## src/design/sadc_regs.svh

```systemverilog
// Offsets, field positions, reset values and timing counts of the converter.
// Assumes an 8-bit register port with byte addresses inside a 256-byte page.
// Function
// [RQ1] Ten-bit result for every conversion
// [RQ2] Ten inputs, one converted per conversion
// [RQ3] Hardware start on selected trigger edges
// [RQ4] Software start by writing mode register
// [RQ5] Hardware conversion stops, one done pulse
// [RQ6] Software mode repeats, pulse each end
// [RQ7] Decide bits from MSB using comparator
// [RQ8] Copy approximation register after last bit
// [RQ9] Result 16 bits, left-justified, low six zero
// [RQ10] Result reloaded after every completed conversion
// [RQ11] Software reads result as 16-bit word
// [RQ12] Reset clears result register
// [RQ13] Software reads result before mode writes
// [RQ14] Hold sample for whole conversion
// [RQ15] First eight inputs double as digital ports
// [RQ16] Avoid port reads during low-channel conversion
// [RQ17] Trigger edge from bit 3 of enables
// [RQ18] Channel codes 0 to 9, others prohibited
// [RQ19] Bit 7 enables, bit 6 selects start
// [RQ20] Edge pair: none, falling, rising, both
// [RQ21] Software picks 144 to 576 clock periods; the code takes 143 to 572 (eleven phases of 13 to 52)
// [RQ22] Sampling phase then ten equal steps
// [RQ23] Clearing enable aborts without result update
`ifndef SADC_REGS_SVH
`define SADC_REGS_SVH

`define SADC_ADDR_MODE     8'h80
`define SADC_ADDR_CHAN     8'h81
`define SADC_ADDR_RISE     8'h48
`define SADC_ADDR_FALL     8'h49
`define SADC_ADDR_RES_LO   8'h1E
`define SADC_ADDR_RES_HI   8'h1F

`define SADC_MODE_ENABLE   7
`define SADC_MODE_HWSTART  6
`define SADC_MODE_TIME_HI  5
`define SADC_MODE_TIME_LO  3
`define SADC_MODE_BOOST    0
`define SADC_TRIG_BIT      3
`define SADC_CHAN_MAX      4'h9

`define SADC_RESET_BYTE    8'h00
`define SADC_RESET_RESULT  16'h0000
`define SADC_RES_PAD       6

// Conversion times in main clock periods, selected by the time field.
`define SADC_TIME_144      10'h090
`define SADC_TIME_576      10'h240
`define SADC_TIME_480      10'h1E0
`define SADC_TIME_384      10'h180
// Each of the ten steps takes one eleventh; sampling gets the first share.
`define SADC_PHASES        10'h00B

`endif

```

## src/design/sadc_pkg.sv

```systemverilog
// Types shared by the converter control modules.
// Assumes the constants header is included where offsets are needed.
package sadc_pkg;
    typedef enum logic [1:0]
    {
        SADC_IDLE   = 2'b00,
        SADC_SAMPLE = 2'b01,
        SADC_STEP   = 2'b10
    } sadc_state_t;
endpackage

```

## src/design/sadc_trig_if.sv

```systemverilog
// Interface carrying trigger configuration and start event between modules.
// Assumes both ends run on the same clock.
interface sadc_trig_if;
    logic rise_en;
    logic fall_en;
    logic start;
    modport ctrl (output rise_en, output fall_en, input start);
    modport det  (input rise_en, input fall_en, output start);
endinterface

```

## src/design/sadc_trig_det.sv

```systemverilog
// Edge detector for the external trigger pin.
// Assumes the pin is asynchronous and is synchronised here.
module sadc_trig_det
    import sadc_pkg::*;
(
    input  wire logic  clk_i,
    input  wire logic  rst_i,
    input  wire logic  pin_i,
    sadc_trig_if.det   trig
);
    logic sync1_reg;
    logic sync2_reg;
    logic prev_reg;
    wire  rise_seen;
    wire  fall_seen;

    // Two stages of synchronisation, then one stage to remember the level.
    always_ff @(posedge clk_i or posedge rst_i)
    begin
        if (rst_i)
        begin
            sync1_reg <= 1'b0;
            sync2_reg <= 1'b0;
            prev_reg  <= 1'b0;
        end
        else
        begin
            sync1_reg <= pin_i;
            sync2_reg <= sync1_reg;
            prev_reg  <= sync2_reg;
        end
    end

    // Both bits clear leaves the pin ignored entirely.
    assign rise_seen  = sync2_reg & ~prev_reg & trig.rise_en; // [RQ20]
    assign fall_seen  = ~sync2_reg & prev_reg & trig.fall_en; // [RQ20]
    assign trig.start = rise_seen | fall_seen; // [RQ3]
endmodule

```

## src/design/sadc_control.sv

```systemverilog
// Control logic of the ten-bit successive-approximation converter.
// Assumes an 8-bit register port on the system clock and an analog macro
// that answers the comparator within one clock of a tap change.
`include "sadc_regs.svh"
module sadc_control
    import sadc_pkg::*;
(
    input  wire logic        clk_i,
    input  wire logic        rst_i,
    input  wire logic [7:0]  addr_i,
    input  wire logic        wr_i,
    input  wire logic        rd_i,
    input  wire logic [7:0]  wdata_i,
    output logic      [7:0]  rdata_o,
    input  wire logic        trigger_pin_i,
    input  wire logic        comparator_i,
    input  wire logic [7:0]  port_pins_i,
    output logic      [9:0]  tap_o,
    output logic      [3:0]  channel_o,
    output logic             hold_o,
    output logic             booster_en_o,
    output logic      [7:0]  port_data_o,
    output logic             conversion_done_irq_o
);
    sadc_trig_if trig ();

    logic [7:0]   mode_reg;
    logic [3:0]   chan_reg;
    logic [7:0]   rise_reg;
    logic [7:0]   fall_reg;
    logic [15:0]  result_reg;
    logic [9:0]   approx_reg;
    logic [9:0]   approx_next;
    logic [9:0]   bit_reg;
    logic [9:0]   cnt_reg;
    sadc_state_t  state_reg;
    sadc_state_t  state_next;
    logic         done_reg;
    logic [7:0]   psync1_reg;
    logic [7:0]   psync2_reg;
    logic [7:0]   rdata_reg;

    wire       enabled;
    wire       hw_mode;
    wire [9:0] phase_len;
    wire       phase_end;
    wire       last_bit;
    wire       sw_start;
    wire       go;
    wire       abort;
    wire       finish;
    wire       wr_mode;
    wire [7:0] rdata_next;

    // Length of one phase for the selected conversion time; prohibited codes
    // fall back to the longest time so the converter is never too fast.
    function automatic logic [9:0] phase_of(input logic [2:0] sel);
        logic [9:0] total;
        total = `SADC_TIME_576;
        case (sel)
            3'h0:    total = `SADC_TIME_144;
            3'h4:    total = `SADC_TIME_576;
            3'h5:    total = `SADC_TIME_480;
            3'h6:    total = `SADC_TIME_384;
            default: total = `SADC_TIME_576;
        endcase
        phase_of = total / `SADC_PHASES;
    endfunction

    // Address match, used by both the write and the read paths.
    function automatic logic hit(input logic [7:0] a, input logic [7:0] b);
        hit = (a == b);
    endfunction

    sadc_trig_det u_trig
    (
        .clk_i (clk_i),
        .rst_i (rst_i),
        .pin_i (trigger_pin_i),
        .trig  (trig)
    );

    // Field decode of the mode register and trigger edge selection.
    assign enabled      = mode_reg[`SADC_MODE_ENABLE]; // [RQ19]
    assign hw_mode      = mode_reg[`SADC_MODE_HWSTART]; // [RQ19]
    assign trig.rise_en = enabled & hw_mode & rise_reg[`SADC_TRIG_BIT]; // [RQ17]
    assign trig.fall_en = enabled & hw_mode & fall_reg[`SADC_TRIG_BIT]; // [RQ17]
    assign phase_len    = phase_of(mode_reg[`SADC_MODE_TIME_HI:`SADC_MODE_TIME_LO]);
    assign phase_end    = (cnt_reg == phase_len - 10'h001); // [RQ22]
    assign last_bit     = bit_reg[0];
    assign wr_mode      = wr_i & hit(addr_i, `SADC_ADDR_MODE);

    // Software start runs whenever enabled without hardware start; a
    // hardware conversion only begins on a qualified trigger edge.
    assign sw_start = enabled & ~hw_mode; // [RQ4]
    assign go       = (state_reg == SADC_IDLE) & (sw_start | trig.start); // [RQ3]
    assign abort    = ~enabled; // [RQ23]
    assign finish   = (state_reg == SADC_STEP) & phase_end & last_bit & enabled;

    // One comparison: keep the trial bit if the input is at or above the tap and
    // set the next lower bit as the new trial.
    always_comb
    begin
        approx_next = approx_reg;
        if (!comparator_i)
        begin
            approx_next = approx_reg & ~bit_reg; // [RQ7]
        end
        approx_next = approx_next | (bit_reg >> 1);
    end

    // Sequencer state selection.
    always_comb
    begin
        state_next = state_reg;
        case (state_reg)
            SADC_IDLE:
            begin
                if (go)
                begin
                    state_next = SADC_SAMPLE;
                end
            end
            SADC_SAMPLE:
            begin
                if (abort)
                begin
                    state_next = SADC_IDLE;
                end
                else if (phase_end)
                begin
                    state_next = SADC_STEP; // [RQ22]
                end
            end
            SADC_STEP:
            begin
                if (abort)
                begin
                    state_next = SADC_IDLE; // [RQ23]
                end
                else if (phase_end && last_bit)
                begin
                    // Hardware start stops; software start restarts at once.
                    state_next = hw_mode ? SADC_IDLE : SADC_SAMPLE; // [RQ5] [RQ6]
                end
            end
            default:
            begin
                state_next = SADC_IDLE;
            end
        endcase
    end

    // Sequencer registers and the approximation register.
    always_ff @(posedge clk_i or posedge rst_i)
    begin
        if (rst_i)
        begin
            state_reg  <= SADC_IDLE;
            cnt_reg    <= 10'h000;
            approx_reg <= 10'h000;
            bit_reg    <= 10'h000;
        end
        else
        begin
            state_reg <= state_next;
            if (state_next != state_reg || phase_end)
            begin
                cnt_reg <= 10'h000;
            end
            else
            begin
                cnt_reg <= cnt_reg + 10'h001;
            end
            if (state_reg == SADC_SAMPLE && phase_end)
            begin
                approx_reg <= 10'h200; // [RQ7]
                bit_reg    <= 10'h200;
            end
            else if (state_reg == SADC_STEP && phase_end)
            begin
                approx_reg <= approx_next; // [RQ1]
                bit_reg    <= bit_reg >> 1;
            end
        end
    end

    // Result transfer and the done pulse, one clock per finished conversion.
    // An aborted conversion never reaches finish, so the result stays put.
    always_ff @(posedge clk_i or posedge rst_i)
    begin
        if (rst_i)
        begin
            result_reg <= `SADC_RESET_RESULT; // [RQ12]
            done_reg   <= 1'b0;
        end
        else
        begin
            done_reg <= finish; // [RQ5] [RQ6]
            if (finish)
            begin
                // Final bit decision is folded in as it is copied.
                result_reg <= {approx_next, {`SADC_RES_PAD{1'b0}}}; // [RQ8] [RQ9] [RQ10]
            end
        end
    end

    // Register writes. Channel codes above nine are refused, keeping the
    // previous channel so the multiplexer never sees a prohibited select.
    always_ff @(posedge clk_i or posedge rst_i)
    begin
        if (rst_i)
        begin
            mode_reg <= `SADC_RESET_BYTE;
            chan_reg <= 4'h0;
            rise_reg <= `SADC_RESET_BYTE;
            fall_reg <= `SADC_RESET_BYTE;
        end
        else if (wr_i)
        begin
            if (wr_mode)
            begin
                mode_reg <= wdata_i;
            end
            if (hit(addr_i, `SADC_ADDR_CHAN) && wdata_i[3:0] <= `SADC_CHAN_MAX)
            begin
                chan_reg <= wdata_i[3:0]; // [RQ18]
            end
            if (hit(addr_i, `SADC_ADDR_RISE))
            begin
                rise_reg <= {2'h0, wdata_i[5:0]};
            end
            if (hit(addr_i, `SADC_ADDR_FALL))
            begin
                fall_reg <= {2'h0, wdata_i[5:0]};
            end
        end
    end

    // Digital port path for the shared pins, synchronised twice.
    always_ff @(posedge clk_i or posedge rst_i)
    begin
        if (rst_i)
        begin
            psync1_reg  <= 8'h00;
            psync2_reg  <= 8'h00;
            port_data_o <= 8'h00;
        end
        else
        begin
            psync1_reg <= port_pins_i;
            psync2_reg <= psync1_reg;
            // The pin that feeds the converter reads zero as a digital input.
            for (int i = 0; i < 8; i++)
            begin
                port_data_o[i] <= (chan_reg == 4'(i)) ? 1'b0 : psync2_reg[i]; // [RQ15]
            end
        end
    end

    // Read multiplexer; unmapped addresses answer zero. The result halves
    // are meant to be fetched together as one 16-bit access.
    assign rdata_next =
        hit(addr_i, `SADC_ADDR_MODE)   ? mode_reg :
        hit(addr_i, `SADC_ADDR_CHAN)   ? {4'h0, chan_reg} :
        hit(addr_i, `SADC_ADDR_RISE)   ? rise_reg :
        hit(addr_i, `SADC_ADDR_FALL)   ? fall_reg :
        hit(addr_i, `SADC_ADDR_RES_LO) ? result_reg[7:0] : // [RQ9]
        hit(addr_i, `SADC_ADDR_RES_HI) ? result_reg[15:8] : 8'h00;

    // Read data registered one clock after the strobe.
    always_ff @(posedge clk_i or posedge rst_i)
    begin
        if (rst_i)
        begin
            rdata_reg <= 8'h00;
        end
        else if (rd_i)
        begin
            rdata_reg <= rdata_next;
        end
    end

    // Analog-side controls; hold stays up from sample end to last decision.
    assign rdata_o               = rdata_reg;
    assign tap_o                 = approx_reg;
    assign channel_o             = chan_reg; // [RQ2]
    assign hold_o                = (state_reg == SADC_STEP); // [RQ14]
    assign booster_en_o          = mode_reg[`SADC_MODE_BOOST];
    assign conversion_done_irq_o = done_reg;
endmodule

```

## config.mk

```make
export PLATFORM = sky130hd
export DESIGN_NAME = sadc_control
export DESIGN_NICKNAME = d
export VERILOG_FILES = /design/src/design/sadc_pkg.sv /design/src/design/sadc_trig_if.sv /design/src/design/sadc_trig_det.sv /design/src/design/sadc_control.sv
export VERILOG_INCLUDE_DIRS = /design/src /design/src/design
export SDC_FILE = /design/constraint.sdc
export NUM_CORES = 1
export LEC_CHECK = 0
export BUFFER_PORTS_ARGS = -buffer_cell sky130_fd_sc_hd__buf_2
export CAP_MARGIN = 15
export CORE_ASPECT_RATIO = 0.5
export CORE_MARGIN = 5
export CORE_UTILIZATION = 35
export CTS_BUF_LIST = sky130_fd_sc_hd__clkbuf_16
export CTS_CLUSTER_SIZE = 24
export DETAILED_ROUTE_END_ITERATION = 6
export HOLD_SLACK_MARGIN = 0.1
export REMOVE_ABC_BUFFERS = 1
export SLEW_MARGIN = 20
export SYNTH_ARGS = -nofsm -noshare
export SYNTH_HDL_FRONTEND = slang
export SYNTH_SLANG_ARGS = --single-unit
export TNS_END_PERCENT = 5
```

## constraint.sdc

```tcl
create_clock -name clk_i -period 7.5 [get_ports clk_i]
set_input_delay 1.5 -clock clk_i [delete_from_list [all_inputs] [get_ports clk_i]]
set_output_delay 1.5 -clock clk_i [all_outputs]
set_load 0.05 [all_outputs]
```

# ---- Word-level counts from Yosys, hierarchy flattened
# Cells that the tools add are included.
dict set report op_classes {
  reduce_logical 13
  add_sub_neg 2
  muxes 28
  bitwise_logic 21
  div_mod_pow 1
  eq_ne 19
  order_cmp 1
}
# operator count
set ops {}
lappend ops {{$mux 10} 6}
lappend ops {{$mux 8} 6}
lappend ops {{$pmux 10 s3} 1}
lappend ops {{$eq 4x3->1 const B} 4}
lappend ops {{$eq 8x5->1 const B} 2}
lappend ops {{$eq 8x7->1 const B} 2}
lappend ops {{$eq 8x8->1 const B} 2}
lappend ops {{$and 1x1->1} 13}
lappend ops {{$add 10x1->10 const B} 1}
lappend ops {{$and 10x10->10} 1}
lappend ops {{$div 10x4->10 const B} 1}
lappend ops {{$eq 10x10->1} 1}
lappend ops {{$mux 2} 5}
lappend ops {{$not 10->10} 1}
lappend ops {{$or 10x9->10} 1}
lappend ops {{$sub 10x1->10 const B} 1}
lappend ops {{$mux 1} 9}
lappend ops {{$eq 4x2->1 const B} 2}
lappend ops {{$reduce_and 2->1} 4}
lappend ops {{$eq 3x3->1 const B} 2}
lappend ops {{$pmux 2 s3} 1}
lappend ops {{$eq 4x1->1 const B} 1}
lappend ops {{$le 4x4->1 const B} 1}
lappend ops {{$logic_and 1x1->1} 4}
lappend ops {{other kinds (10)} 13}
dict set report word_totals {
  ff_bits 102
}

# ---- Logic depth before layout (Yosys ltp)
dict set report logic_depth {
  word_depth 12
  depth_mapped 12
  ltp_nobuf 9
}

# ---- By module
# From an unflattened synthesis, not the netlist that was laid out.
dict set report unflattened {
  cells_unflattened 414
  hier_area_um2 4634.4
}
# mod cells_each n_inst area_each_um2 seq_area_each_um2
set modules_own_cells {}
lappend modules_own_cells {sadc_control 407 1 4535.6 2477.4}
lappend modules_own_cells {sadc_trig_det 7 1 98.8 75.1}

# ---- Worst setup path before layout
# OpenSTA, ideal clock, no wires.
dict set report synth_path {
  kind {input-to-reg}
  from {in addr_i[4]}
  to {reg fall_reg[0]}
  arrival_time_ns 2.977
  cell_stages 6
  path_slack_ns 4.398
  setup_ns 0.125
  path_cell_list {or4_1 clkbuf_1 nor2_1 and3_1 buf_2 mux2_2}
}
dict set report synth_via {
  elab_chain_cells 2
}
# item line
set synth_lines {}
lappend synth_lines {{start, declared} sadc_control.sv:10} ;# input wire logic [7:0] addr_i,
lappend synth_lines {{$eq 8x7->1} sadc_control.sv:72} ;# hit = (a == b);
lappend synth_lines {{$reduce_and 2->1 (no source line)} n/a}
lappend synth_lines {{end signal, assigned} sadc_control.sv:217} ;# fall_reg <= `SADC_RESET_BYTE;
lappend synth_lines {{end signal, assigned} sadc_control.sv:235} ;# fall_reg <= {2'h0, wdata_i[5:0]};
lappend synth_lines {{end, declared} sadc_control.sv:30} ;# logic [7:0] fall_reg;
# No other way between the ends.
# A chain may end at the register's enable or synchronous reset.

# ---- Worst setup path in the final report
dict set report layout_path {
  from {reg state_reg[1]}
  to {out hold_o}
}
dict set report layout_via {
  elab_chain_cells 1
}
# item line
set layout_lines {}
lappend layout_lines {{start, declared} sadc_control.sv:36} ;# sadc_state_t state_reg;
lappend layout_lines {{start signal, assigned} sadc_control.sv:166} ;# state_reg <= state_next;
lappend layout_lines {{$eq 2x2->1} sadc_control.sv:288} ;# assign hold_o = (state_reg == SADC_STEP);
lappend layout_lines {{end, declared} sadc_control.sv:20} ;# output logic hold_o,
# No other way between the ends.

==> reports/qor.csv <==
metric,value,unit
"most common cell after layout, fill and taps aside",dfrtp_1,
PwrDens,271,nW/um2
detailed-route DRC error count,0,
slew margin rel.,39.9,%
dpl cells,676,
CP Cell Sequence,inv_1 > nor2_1 > buf_2,
initial drt markers,250,
Synth Area in Compound Gates,14.3,%
CP max stage cell,dfrtp_1,
Clock Sinks,102,
static leakage,2.58,nW
Ant. Diodes,0,
Post-CTS Setup Inserts,0,
drt first pass iters,4,
setup_tns,0,ns
"Reg clk slew, reported paths",0.08,ns
post-synthesis register bit count,102,
Synth Flop Type,dfrtp_1,
CTS root buf,clkbuf_16,
CTS tree,done,
M1 GR Usage,18.7,%
DP HPWL,7.46,mm
met3 Use GR,3.13,%
clk buf depth,2,
Worst Skew,0.0109,ns
startpoint types,flip-flop,
Boundary Pins,63,
Cell variety after synth,58,
initial antenna violation count,0,
global route total overflow,0,
area share of fa/ha/maj cells after synthesis,0.529,%
final non-filler cell total,692,
Worst Max-Slew Pin Slew,0.894,ns
Max stage delay on crit path,0.41,ns
multi-input logic area,1990,um2
Hold Crit Class,reg2reg,
Post-synth EDFFs,0,
Post-Syn Area per Cell,10.4,um2
GPL Wtd Cong,0.823,
Post-CTS Hold Fix Bufs,0,
clock buffer count from CTS,9,
Worst VDD drop,0.108,mV
vias in the first global route,3307,
Initial Utilization,35.3,%
Synth Cell Area,4730,um2
most frequent cells in the layout,"dfrtp_1 (102), buf_2 (62), nand2_1 (50), nor2_1 (39), nand3_1 (29)",
RSZ-0062 raised after global routing,no,
final wirelength,10.5,mm
multiplexer share of the synthesized area,8.40,%
main combinational cell family by area after synthesis,simple AND/OR/NAND/NOR gates,
status,finished clean,
final hold violation count,0,
sequential share of the synthesized area,53.9,%
routed vias/inst,5.01,
"Data required, critical path",6.00,ns
Setup crit end kind,output pin,
Worst EP arrival,1.53,ns
core area,13400,um2
async set-reset flop share out of synthesis,100,%
final worst-path cycle share,40.5,%
clk_lat worst skew,0.35,ns
via count,3464,
"Max FO, Critical Path",15,
share of cells above drive strength 1,22.7,%
Util after Layout,40.9,%
register area,2550,um2
Die H,92.2,um
GRT Util Overall,13.5,%
Slew Limit Fails,0,
H-tree lvl count,3,
Die ar.,16100,um2
minimum period implied by the final worst setup slack,3.03,ns
first-pass GRT wire length,17.6,mm
IO Port Bufs,62,
final setup fails,0,
"Net count, final",543,
Syn Inst Count,454,
Max-cap violations,0,
Fillers,1288,
post-synthesis simple-gate area fraction,16.5,%
grt peak-use layer,met2,
Post-CTS Resized,0,
Routed Antenna Nets,0,
GR Layer Usage met2,21.4,%
worst hold slack,0.350,ns
largest net degree at the start of global routing,85,
Ys Warns,0,
crit path kind,reg2out,
DIE WIDTH,174,um
fmax,0.330,GHz
Synth Area in XOR/XNOR,2.19,%
WL/cell,15.2,um
row count,30,
P&R area growth vs syn,15.9,%
cells in the mapped netlist (all sizes together) (5+ instances only):
library cell | number | area [um2]
dfrtp | 102 | 2550
nand2 | 50 | 188
nor2 | 40 | 153
nand3 | 29 | 145
a21oi | 28 | 140
mux2 | 22 | 248
inv | 20 | 75.1
o21ai | 19 | 95.1
mux2i | 15 | 150
buf | 13 | 87.6
or2 | 9 | 58.8
o31ai | 7 | 62.6
xor2 | 7 | 68.8
a22o | 6 | 52.6
a31oi | 6 | 37.5
clkbuf | 6 | 22.5
nand2b | 6 | 37.5
a21boi | 5 | 37.5
a21o | 5 | 37.5
nand3b | 5 | 37.5
nor3 | 5 | 35.0
worst paths after layout:
kind	startpoint	to	slack, ns	cells after the start
min in group asynchronous	rst_i	result_reg[14]$_DFFE_PP0P_	1.08	2
max in group asynchronous	rst_i	port_data_o[6]$_DFF_PP0_	5.40	3
min	psync1_reg[5]$_DFF_PP0_	psync2_reg[5]$_DFF_PP0_	0.35	0
max	state_reg[1]$_DFF_PP0_	hold_o	4.47	3
min reg2reg	psync1_reg[5]$_DFF_PP0_	psync2_reg[5]$_DFF_PP0_	0.35	0
max reg2reg	mode_reg[5]$_DFFE_PP0P_	result_reg[15]$_DFFE_PP0P_	4.63	7
layout make-up:
cell class / instances / share of cell area, %
sequential: 102 / 46.5
multi-input combinational: 311 / 36.3
timing repair buffer: 65 / 6.13
clock buffer: 9 / 4.10
tap: 176 / 4.01
inverter: 22 / 1.55
clock inverter: 7 / 1.41
power breakdown:
group          switching [W]  internal [W]
registers          0.0000751      0.000609
logic               0.000210      0.000114
clock network       0.000216      0.000264
total               0.000501      0.000987
logic make-up (layout without fill, tap and decap cells):
kind of cell	count (synthesis)	in the layout
flip-flops	102	102
buffers and inverters	41	103
XOR/XNOR	11	11
other	1	1
AO/OA/AOI/OAI	98	98
AND/OR/NAND/NOR	162	162
multiplexers	37	37
adder cells (fa/ha/maj)	2	2
routing by layer:
| metal | up-vias | wire (um) |
|---|---|---|
| met2 | 64 | 4920 |
| li1 | 1700 | - |
| met3 | 8 | 372 |
| met4 | 0 | 108 |
| met5 | - | 0 |
| met1 | 1692 | 5090 |
critical path: cells and delay by family (launching register included):
kind	cells	cell delay [ns]
flip-flops	1	0.41
buffers and inverters	2	0.54
AND/OR/NAND/NOR	1	0.23
through the flow:
stage                     setup WS, ns  power, W  cell area, um2
after global placement            4.16   0.00102            5180
after global routing              4.36   0.00157            5490
final                             4.47   0.00149            5490
after floorplan                   3.32  0.000932            4620
after CTS                         4.43   0.00151            5480
after detailed placement          4.13   0.00102            5180
Power figures use the tool's default switching activity.
